==> src/riv_defs.svh <==
`ifndef RIV_DEFS_SVH
`define RIV_DEFS_SVH

// Data path widths
`define RIV_SEG_W          5
`define RIV_GPR_W          16
`define RIV_GPR_N          32
`define RIV_GPR_SEL_W      5
`define RIV_DADDR_W        21
`define RIV_INSTR_W        22
`define RIV_STATUS_W       16
`define RIV_PC_W           16
`define RIV_RADDR_W        9
`define RIV_VEC_N          32
`define RIV_VEC_W          5

// Core-only register space
`define RIV_ADDR_VEC_ACK   9'h007
`define RIV_ADDR_STAT_RET  9'h008
`define RIV_ADDR_PC_RET    9'h009
`define RIV_ADDR_INSTR_LO  9'h00A
`define RIV_ADDR_INSTR_HI  9'h00B
`define RIV_ADDR_SCR_HI    9'h00C
`define RIV_ADDR_SCR_LO    9'h00D

// Program and data map
`define RIV_VEC_START      16'h0000
`define RIV_DM_BASE        21'h0_0200
`define RIV_EXT_BASE       21'h0_0400

// Reset values
`define RIV_SEG_RST        5'h00
`define RIV_WORD_RST       16'h0000

`endif

==> src/riv_pkg.sv <==
package riv_pkg;

    typedef enum logic [1:0] {
        RIV_ST_HALT = 2'b01,
        RIV_ST_RUN  = 2'b10
    } riv_state_t;

    typedef enum logic [2:0] {
        RIV_REG_SPACE = 3'b001,
        RIV_INT_DM    = 3'b010,
        RIV_EXT_MEM   = 3'b100
    } riv_region_t;

endpackage

==> src/riv_gpr_file.sv <==
`timescale 1ns/1ps
`include "riv_defs.svh"

module riv_gpr_file (
    input  wire logic        clk,
    input  wire logic        srst,
    input  wire logic        ce,
    input  wire logic [4:0]  rs_a_sel,
    input  wire logic [4:0]  rs_b_sel,
    output logic      [15:0] rs_a_data,
    output logic      [15:0] rs_b_data,
    input  wire logic        wb_en,
    input  wire logic [4:0]  wb_sel,
    input  wire logic [15:0] wb_data
);
    logic [15:0] gpr_reg [`RIV_GPR_N];

    // Register 0 never stores; writes to it vanish
    genvar gi;
    generate
        for (gi = 0; gi < `RIV_GPR_N; gi++) begin : g_gpr
            always_ff @(posedge clk) begin
                if (srst) begin
                    gpr_reg[gi] <= `RIV_WORD_RST;
                end else if (ce && wb_en && gi != 0 &&
                             wb_sel == `RIV_GPR_SEL_W'(gi)) begin
                    gpr_reg[gi] <= wb_data;
                end
            end
        end
    endgenerate

    // Zero source for register 0
    assign rs_a_data = (rs_a_sel == 5'h00) ? 16'h0000
                                           : gpr_reg[rs_a_sel];
    assign rs_b_data = (rs_b_sel == 5'h00) ? 16'h0000
                                           : gpr_reg[rs_b_sel];

    zero_src_a: assert property (@(posedge clk) disable iff (srst)
        (rs_a_sel == 5'h00) |-> (rs_a_data == 16'h0000))
        else $error("register 0 source not zero");

    zero_dest_a: assert property (@(posedge clk) disable iff (srst)
        (ce && wb_en && wb_sel == 5'h00) |=> (gpr_reg[0] == 16'h0000))
        else $error("write to register 0 became visible");

    gpr_write_a: assert property (@(posedge clk) disable iff (srst)
        (ce && wb_en && wb_sel != 5'h00) ##1
        (rs_a_sel == $past(wb_sel) && !(wb_en && ce))
        |-> (rs_a_data == $past(wb_data)))
        else $error("general register did not take write");
endmodule

==> src/riv_exception_unit.sv <==
`timescale 1ns/1ps
`include "riv_defs.svh"

// Overview of operation
// - Data address is segment in bits 20..16, register in 15..0.
// - Segment extends data reach from 64K to 2M bytes.
// - Segment is write-only, loaded only by set-segment with imm5.
// - Thirty-two 16-bit general registers, numbered 0 to 31.
// - Register 0 always reads as zero when used as source.
// - Writes to register 0 are discarded, nothing changes.
// - Vectors 0-1Fh: start, 15 engine, 16 DMA count.
// - Vectors 1-7: motion, filter, inverse, forward, ext DMA, ext, varlen.
// - Vectors 8-Fh: timers, timer0, timer1, host, decoder, empty, full.
// - Vectors 10h-1Fh: frame DMA channels 0-15 terminal count.
// - After host enables the core, fetch starts at 0000h.
// - Taking an interrupt loads the PC with its vector address.
// - Taking an interrupt masks all other interrupts until re-enabled.
// - Take saves fetch address, decode instruction, execute status.
// - Reading vector register acknowledges the interrupting source.
// - Unmask instruction re-enables interrupt inputs.
// - Return restores saved state from shadows and resumes.
// - Call instruction performs the same shadow save.
// - Shadow registers reachable only by the core, never the host.
// - Shadow map 008h status to 00Dh scratch low, scratch read-only.
// - Data map: register file, internal RAM, external from 400h.
// - Three pipeline stages define what is captured on interrupt.
module riv_exception_unit (
    input  wire logic         clk,
    input  wire logic         srst,
    input  wire logic         ce,
    input  wire logic         core_enable,
    input  wire logic [14:0]  engine_irq,
    input  wire logic [15:0]  dma_tc_irq,
    output logic      [14:0]  engine_ack,
    output logic      [15:0]  dma_tc_ack,
    output logic              irq_masked,
    output logic              core_running,
    input  wire logic [15:0]  fetch_addr,
    input  wire logic [21:0]  decode_instr,
    input  wire logic [15:0]  exec_status,
    input  wire logic [31:0]  temp_result,
    input  wire logic         call_exec,
    input  wire logic         irq_unmask_instr,
    input  wire logic         return_instr,
    input  wire logic         set_segment_instr,
    input  wire logic [4:0]   seg_imm,
    output logic              pc_load,
    output logic      [15:0]  pc_load_addr,
    output logic              restore_valid,
    output logic      [15:0]  restore_pc,
    output logic      [21:0]  restore_instr,
    output logic      [15:0]  restore_status,
    input  wire logic         reg_rd_en,
    input  wire logic         reg_wr_en,
    input  wire logic [8:0]   reg_addr,
    input  wire logic [15:0]  reg_wr_data,
    output logic      [15:0]  reg_rd_data,
    output logic              reg_rd_valid,
    input  wire logic [4:0]   rs_a_sel,
    input  wire logic [4:0]   rs_b_sel,
    output logic      [15:0]  rs_a_data,
    output logic      [15:0]  rs_b_data,
    input  wire logic         wb_en,
    input  wire logic [4:0]   wb_sel,
    input  wire logic [15:0]  wb_data,
    input  wire logic         mem_req,
    output logic              mem_valid,
    output logic      [20:0]  mem_addr,
    output riv_pkg::riv_region_t mem_region
);
    import riv_pkg::*;

    riv_state_t  state_reg;
    logic        enable_prev_reg;
    logic [31:0] req_prev_reg;
    logic [31:0] pending_reg;
    logic        mask_reg;
    logic [4:0]  active_vec_reg;
    logic [4:0]  data_segment_reg;
    logic [15:0] status_return_reg;
    logic [15:0] pc_return_reg;
    logic [21:0] instr_return_reg;
    logic [31:0] scratch_result_reg;
    logic        pc_load_reg;
    logic [15:0] pc_load_addr_reg;
    logic        restore_valid_reg;
    logic [31:0] ack_reg;
    logic [15:0] rd_data_reg;
    logic        rd_valid_reg;
    logic        mem_valid_reg;
    logic [20:0] mem_addr_reg;
    riv_region_t mem_region_reg;

    logic [31:0] req_vec;
    logic [4:0]  lowest_vec;
    logic        any_pending;
    logic        take_irq;
    logic        start_core;
    logic        save_ctx;
    logic        ack_read;
    logic [20:0] daddr_next;

    // One-hot of a vector number, used to build the acknowledge pulse
    function automatic logic [31:0] vec_onehot(input logic [4:0] v);
        vec_onehot = 32'h0000_0001 << v;
    endfunction

    // Lowest set bit wins; bit 0 is the start entry and never requests
    function automatic logic [4:0] lowest_set(input logic [31:0] p);
        lowest_set = 5'h00;
        for (int i = `RIV_VEC_N - 1; i > 0; i--) begin
            if (p[i]) begin
                lowest_set = 5'(i);
            end
        end
    endfunction

    // Engine order 1..15, then frame DMA channels 0..15 at 10h..1Fh
    assign req_vec     = {dma_tc_irq, engine_irq, 1'b0};
    assign lowest_vec  = lowest_set(pending_reg);
    assign any_pending = |pending_reg;
    assign start_core  = core_enable && !enable_prev_reg &&
                         state_reg == RIV_ST_HALT;
    // Call and return own the shadows this cycle; a take waits one cycle
    assign take_irq    = state_reg == RIV_ST_RUN && !mask_reg &&
                         any_pending && !call_exec && !return_instr &&
                         !pc_load_reg;
    assign save_ctx    = take_irq || (state_reg == RIV_ST_RUN && call_exec);
    assign ack_read    = reg_rd_en && reg_addr == `RIV_ADDR_VEC_ACK;

    // Run state follows the host enable
    always_ff @(posedge clk) begin
        if (srst) begin
            state_reg       <= RIV_ST_HALT;
            enable_prev_reg <= 1'b0;
        end else if (ce) begin
            enable_prev_reg <= core_enable;
            case (state_reg)
                RIV_ST_HALT: begin
                    if (start_core) begin
                        state_reg <= RIV_ST_RUN;
                    end
                end
                RIV_ST_RUN: begin
                    if (!core_enable) begin
                        state_reg <= RIV_ST_HALT;
                    end
                end
                default: begin
                    state_reg <= RIV_ST_HALT;
                end
            endcase
        end
    end

    // Requests latch on their rising edge; a new edge beats the ack clear
    genvar gv;
    generate
        for (gv = 0; gv < `RIV_VEC_N; gv++) begin : g_pend
            always_ff @(posedge clk) begin
                if (srst) begin
                    req_prev_reg[gv] <= 1'b0;
                    pending_reg[gv]  <= 1'b0;
                end else if (ce) begin
                    req_prev_reg[gv] <= req_vec[gv];
                    if (req_vec[gv] && !req_prev_reg[gv]) begin
                        pending_reg[gv] <= 1'b1;
                    end else if (ack_read && active_vec_reg == 5'(gv)) begin
                        pending_reg[gv] <= 1'b0;
                    end
                end
            end
        end
    endgenerate

    // Mask and vector load
    always_ff @(posedge clk) begin
        if (srst) begin
            mask_reg         <= 1'b1;
            active_vec_reg   <= 5'h00;
            pc_load_reg      <= 1'b0;
            pc_load_addr_reg <= `RIV_VEC_START;
        end else if (ce) begin
            pc_load_reg <= 1'b0;
            if (start_core) begin
                mask_reg         <= 1'b0;
                pc_load_reg      <= 1'b1;
                pc_load_addr_reg <= `RIV_VEC_START;
            end else if (take_irq) begin
                mask_reg         <= 1'b1;
                active_vec_reg   <= lowest_vec;
                pc_load_reg      <= 1'b1;
                pc_load_addr_reg <= {11'h000, lowest_vec};
            end else if (irq_unmask_instr && state_reg == RIV_ST_RUN) begin
                mask_reg <= 1'b0;
            end
        end
    end

    // Shadow capture of fetch, decode and execute stages
    always_ff @(posedge clk) begin
        if (srst) begin
            status_return_reg  <= `RIV_WORD_RST;
            pc_return_reg      <= `RIV_WORD_RST;
            instr_return_reg   <= 22'h00_0000;
            scratch_result_reg <= 32'h0000_0000;
        end else if (ce) begin
            if (save_ctx) begin
                pc_return_reg      <= fetch_addr;
                instr_return_reg   <= decode_instr;
                status_return_reg  <= exec_status;
                scratch_result_reg <= temp_result;
            end else if (reg_wr_en) begin
                // Scratch halves are read-only; writes there drop
                case (reg_addr)
                    `RIV_ADDR_STAT_RET: status_return_reg <= reg_wr_data;
                    `RIV_ADDR_PC_RET:   pc_return_reg <= reg_wr_data;
                    `RIV_ADDR_INSTR_LO: instr_return_reg[15:0] <= reg_wr_data;
                    `RIV_ADDR_INSTR_HI:
                        instr_return_reg[21:16] <= reg_wr_data[5:0];
                    default: begin
                    end
                endcase
            end
        end
    end

    // Return hands the saved context back to the pipeline
    always_ff @(posedge clk) begin
        if (srst) begin
            restore_valid_reg <= 1'b0;
        end else if (ce) begin
            restore_valid_reg <= return_instr &&
                                 state_reg == RIV_ST_RUN;
        end
    end

    // Core-only reads; no host port reaches this space
    always_ff @(posedge clk) begin
        if (srst) begin
            rd_data_reg  <= `RIV_WORD_RST;
            rd_valid_reg <= 1'b0;
            ack_reg      <= 32'h0000_0000;
        end else if (ce) begin
            rd_valid_reg <= reg_rd_en;
            ack_reg      <= ack_read ? vec_onehot(active_vec_reg)
                                     : 32'h0000_0000;
            case (reg_addr)
                `RIV_ADDR_VEC_ACK:  rd_data_reg <= {11'h000, active_vec_reg};
                `RIV_ADDR_STAT_RET:
                    rd_data_reg <= status_return_reg;
                `RIV_ADDR_PC_RET:   rd_data_reg <= pc_return_reg;
                `RIV_ADDR_INSTR_LO: rd_data_reg <= instr_return_reg[15:0];
                `RIV_ADDR_INSTR_HI:
                    rd_data_reg <= {10'h000, instr_return_reg[21:16]};
                `RIV_ADDR_SCR_HI:   rd_data_reg <= scratch_result_reg[31:16];
                `RIV_ADDR_SCR_LO:   rd_data_reg <= scratch_result_reg[15:0];
                default:            rd_data_reg <= `RIV_WORD_RST;
            endcase
        end
    end

    // Segment has no read path
    always_ff @(posedge clk) begin
        if (srst) begin
            data_segment_reg <= `RIV_SEG_RST;
        end else if (ce && set_segment_instr) begin
            data_segment_reg <= seg_imm;
        end
    end

    // Address is built from port A of the register file
    assign daddr_next = {data_segment_reg, rs_a_data};

    always_ff @(posedge clk) begin
        if (srst) begin
            mem_valid_reg  <= 1'b0;
            mem_addr_reg   <= 21'h0_0000;
            mem_region_reg <= RIV_REG_SPACE;
        end else if (ce) begin
            mem_valid_reg <= mem_req;
            if (mem_req) begin
                mem_addr_reg <= daddr_next;
                // External memory never aliases the low 1K
                if (daddr_next >= `RIV_EXT_BASE) begin
                    mem_region_reg <= RIV_EXT_MEM;
                end else if (daddr_next >= `RIV_DM_BASE) begin
                    mem_region_reg <= RIV_INT_DM;
                end else begin
                    mem_region_reg <= RIV_REG_SPACE;
                end
            end
        end
    end

    riv_gpr_file u_gpr (
        .clk       (clk),
        .srst      (srst),
        .ce        (ce),
        .rs_a_sel  (rs_a_sel),
        .rs_b_sel  (rs_b_sel),
        .rs_a_data (rs_a_data),
        .rs_b_data (rs_b_data),
        .wb_en     (wb_en),
        .wb_sel    (wb_sel),
        .wb_data   (wb_data)
    );

    assign engine_ack     = ack_reg[15:1];
    assign dma_tc_ack     = ack_reg[31:16];
    assign irq_masked     = mask_reg;
    assign core_running   = state_reg == RIV_ST_RUN;
    assign pc_load        = pc_load_reg;
    assign pc_load_addr   = pc_load_addr_reg;
    assign restore_valid  = restore_valid_reg;
    assign restore_pc     = pc_return_reg;
    assign restore_instr  = instr_return_reg;
    assign restore_status = status_return_reg;
    assign reg_rd_data    = rd_data_reg;
    assign reg_rd_valid   = rd_valid_reg;
    assign mem_valid      = mem_valid_reg;
    assign mem_addr       = mem_addr_reg;
    assign mem_region     = mem_region_reg;

    start_vec_a: assert property (@(posedge clk) disable iff (srst)
        (ce && start_core) |=> (pc_load && pc_load_addr == 16'h0000))
        else $error("start did not load vector 0");

    take_mask_a: assert property (@(posedge clk) disable iff (srst)
        (ce && take_irq) |=> (irq_masked && pc_load)
        ##1 (irq_masked || $past(irq_unmask_instr)))
        else $error("interrupt taken without masking");

    take_lowest_a: assert property (@(posedge clk) disable iff (srst)
        (ce && take_irq) |=>
        (pc_load_addr[4:0] == $past(lowest_set(pending_reg))
         && pc_load_addr[15:5] == 11'h000))
        else $error("wrong vector taken");

    ack_pulse_a: assert property (@(posedge clk) disable iff (srst)
        (ce && ack_read) |=>
        ({dma_tc_ack, engine_ack, 1'b0} ==
         (vec_onehot($past(active_vec_reg)) & 32'hFFFF_FFFE)))
        else $error("acknowledge missing or misrouted");

    unmask_ei_a: assert property (@(posedge clk) disable iff (srst)
        (ce && irq_unmask_instr && core_running && !take_irq && !start_core)
        |=> !irq_masked)
        else $error("unmask did not clear mask");

    call_save_a: assert property (@(posedge clk) disable iff (srst)
        (ce && call_exec && core_running) |=>
        (restore_pc == $past(fetch_addr) &&
         restore_instr == $past(decode_instr)))
        else $error("call did not save context");

    ret_restore_a: assert property (@(posedge clk) disable iff (srst)
        (ce && save_ctx) ##1 (ce && return_instr && !reg_wr_en && !call_exec)
        |=> (restore_valid && restore_pc == $past(fetch_addr, 2)))
        else $error("return lost saved address");

    seg_addr_a: assert property (@(posedge clk) disable iff (srst)
        (ce && mem_req) |=> (mem_valid &&
        mem_addr == {$past(data_segment_reg), $past(rs_a_data)}))
        else $error("data address not segment and register");

    region_map_a: assert property (@(posedge clk) disable iff (srst)
        mem_valid |-> ((mem_addr < 21'h0_0400) == (mem_region != RIV_EXT_MEM)))
        else $error("external region below 400h");
endmodule

==> config.mk <==
export PLATFORM = sky130hd
export DESIGN_NAME = riv_exception_unit
export DESIGN_NICKNAME = d
export VERILOG_FILES = /design/src/riv_pkg.sv /design/src/riv_gpr_file.sv /design/src/riv_exception_unit.sv
export VERILOG_INCLUDE_DIRS = /design/src
export SDC_FILE = /design/constraint.sdc
export NUM_CORES = 2
export LEC_CHECK = 0
export BUFFER_PORTS_ARGS = -buffer_cell sky130_fd_sc_hd__buf_2
export CORE_MARGIN = 4
export CORE_UTILIZATION = 30
export DETAILED_ROUTE_END_ITERATION = 10
export HOLD_SLACK_MARGIN = 0.05
export PLACE_DENSITY = 0.54
export SYNTH_ARGS = -nofsm -noshare
export SYNTH_HDL_FRONTEND = slang
export SYNTH_SLANG_ARGS = --single-unit
export TNS_END_PERCENT = 1
==> constraint.sdc <==
create_clock -name clk -period 7.2 [get_ports clk]
set_clock_uncertainty 0.05 [all_clocks]
set_input_delay 1.08 -clock clk [delete_from_list [all_inputs] [get_ports clk]]
set_output_delay 1.08 -clock clk [all_outputs]
set_load 0.02 [all_outputs]
==> results by group <==
Worst setup path
  – RR Endpoint: restore_pc[2]$_SDFFE_PP0P_
  – Crit-path max FO: 60
  – Critical Path RT: 6070 ps
  – Start of the worst register-to-register path: irq_masked$_SDFFE_PP1P_
  – Max incr delay on CP: ~810 ps
  – CP dominant cell by count: mux4_2
  – Setup crit end kind: primary output
  – Buffers & Inverters on Critical Path: 4
  – Critical path type: in2out
  – Crit path launch type: input pin
  – Delay-heaviest family, CP: buffers and inverters
  – Arrival time worst endpoint: ~4300 ps
  – Crit-path cells: buf_6, buf_4, mux4_2, mux4_2, mux2i_2, inv_1, buf_2
  – Reg2reg setup slack: 4080 ps
  – Slowest CP cell: buf_4
  – Reg2Reg Depth: 8

Yosys
  – EDFF count, synth: just under 500
  – Top_reg_cell synth: edfxtp_1
  – Post-synthesis cell type count: 69
  – Area leader, netlist: edfxtp_1
  – Yosys top cell area share: 0.4058
  – Sequential area share after synthesis: 0.5378
  – Mean post-synth cell area: 12.65 µm²
  – Synth warn: 0
  – Gate Count Post-Synth: 2,902
  – Synthesized flop and latch total: approximately 740
  – Asr flop ratio synth: 0
  – Area of the mapped netlist: 36,700 µm²
  – Top cells by area, synth: edfxtp_1, mux4_2, dfxtp_1

Route
  – Pre-Repair DR Iteration Count: 7
  – Number of antenna-violating nets in the routed design: 0
  – Wire per inst: 27.42 µm
  – Via count: 25,980
  – Final WL: approximately 130,000 µm
  – Initial DRC count: 3,110
  – Vias per cell: 5.333
  – DRC Markers: 0

Min path
  – Hold-critical path depth: 2
  – Hold Path Class: reg2reg
  – End of the worst hold path: mem_addr[14]$_SDFFE_PP0P_
  – Hold Startpoint: mem_addr[14]$_SDFFE_PP0P_

Global routing
  – Pin count of the biggest net entering global routing: 164
  – GRT overflow: 0
  – Vias in the first global route: 25,400
  – All-layer global routing usage: 0.2029
  – Antenna violations before repair: 20
  – Global-route wire length before repair: 187,400 µm

Timing
  – Tcrit/Tclk final: 0.7470
  – Fin crit period: approximately 5400 ps
  – Final hold vios: 0
  – Max Slew Vio Count: 0
  – Final Setup Violations: 0
  – Max_slew headroom: 0.1291
  – Worst-margin pin slew: approximately 1300 ps
  – RSZ-0062 raised after global routing: no
  – Fmax: 185.9 MHz
  – Hold slack: 403.7 ps
  – Setup TNS: 0 ps

CTS
  – # hold bufs at CTS: 0
  – CTS Buffer Depth: 3
  – Cts repair resizes: 0
  – Worst-skew pair later-pin latency: 660 ps
  – TritonCTS clock tree: done
  – Clock Root Buffer: clkbuf_16
  – CTS Sinks: 738
  – Post-CTS Setup Repair Bufs: 0
  – CTS buffer count: 86
  – Reg clk slew, reported paths: 60 ps
  – Htree depth: 3

Floorplanning
  – Die area: around 130,000 µm²
  – Die span in y: 357.8 µm
  – Row Count: 128
  – Die Wd: 357.8 µm
  – Placeable core area: 121,700 µm²
  – IO Pins: 369
  – Starting Density: 0.3015

Job
  – Max-cap violations: 0

Outcome
  – Status: complete, no violations

Place
  – Final HPWL DP: a little under 90,000 µm
  – DP Area: 40,220 µm²
  – GP Congestion: 0.8627
  – Port Buffers: 357

Final layout
  – Area occupied by multi-input gates: between 15,000 and 20,000 µm²
  – Design Area, Final: ~43,000 µm²
  – Max FFs per register: between 400 and 500
  – Layout area overhead: 17.83%
  – Reg area: just under 20,000 µm²
  – Commonest non-fill, non-tap cell in the layout: and2_1
  – Fill count: 11,900
  – Share of cells above drive strength 1: 0.3079
  – Most frequent cells in the layout: and2_1, edfxtp_1, buf_2
  – Nets: between 3,000 and 4,000

Power
  – Leak pwr: approximately 15 nW
  – Switch Pwr: 2.701 mW
  – Tot Pwr: between 10 and 15 mW
  – Worst vdd ir: 0.0002021 V
  – Power Internal: 7.918 mW
  – Clk pwr share: 0.435
  – Reg power frac: 0.454
  – Switching portion of total power: 0.2543
  – Comb pwr share: 0.111
  – PD cells: roughly 250 nW/µm²
-- Yosys cell counts, types with 26 or more instances --
library cell and number:
and2_1 516, edfxtp_1 496, mux4_2 282, nand2_1 243, dfxtp_1 242, a21oi_1 225, nor2_1 209, clkbuf_1 176
mux2_2 65, a211oi_1 45, o21ai_0 44, buf_2 38, a22o_1 26, mux2i_1 26
-- per-stage QoR --
step | util | setup WS, ps | instances
floorplan | - | 3003 | 2912
global placement | 0.3305 | 1838 | 4692
detailed placement | 0.3305 | 1829 | 4692
CTS | 0.3549 | 1837 | 4853
global route | 0.3549 | 1714 | 4855
finish | 0.3553 | 1822 | 4872
-- how the worst max path moves through the flow --
stage,to,start,depth (start not counted)
final,rs_a_data[9],rs_a_sel[1],7
after global routing,rs_a_data[0],rs_a_sel[1],7
after CTS,rs_a_data[0],rs_a_sel[1],7
after detailed placement,rs_a_data[0],rs_a_sel[1],7
after global placement,rs_a_data[0],rs_a_sel[1],7
after floorplan,rs_b_data[0],rs_b_sel[0],5
-- layout make-up --
type	count	area share
Sequential cell	738	0.4564
Multi-Input combinational cell	1890	0.3713
Clock buffer	113	0.05630
Timing Repair Buffer	419	0.05358
Tap cell	1625	0.04702
Clock inverter	48	0.01250
Inverter	20	0.001736
Antenna cell	19	0.001099
-- per-layer routing --
metal | share of wire | GRT usage | wire [µm] | up-vias
li1 | - | - | - | 11290
met1 | 0.41 | 0.2736 | 54350 | 13090
met2 | 0.45 | 0.3127 | 59500 | 1385
met3 | 0.11 | 0.06057 | 15190 | 210
met4 | 0.034 | 0.06808 | 4555 | 2
met5 | 0.000097 | 0 | 13 | -
-- cells by family after synthesis --
logic type             synth area share
flip-flops                       0.5378
other                         0.0001022
AO/OA/AOI/OAI                   0.07473
multiplexers                     0.2005
AND/OR/NAND/NOR                  0.1521
buffers and inverters           0.03474
-- power by group through the flow --
stage | registers [mW] | logic (mW) | clock network [mW]
final | 4.82 | 1.18 | 4.62
after global routing | 4.84 | 1.24 | 4.88
after CTS | 4.82 | 1.17 | 4.69
after detailed placement | 4.91 | 1.17 | 0
after global placement | 4.90 | 1.17 | 0
after floorplan | 4.87 | 0.724 | 0
-- worst reg2reg max path, stage by stage, from the launching register on --
cell	delay, ps
dfxtp_1	340
nor4_1	620
and2_1	250
o31a_1	250
a21oi_2	40
buf_4	230
a21oi_4	870
nor2_1	140
a211oi_2	230
No activity file was read; power rests on OpenSTA's default activity.
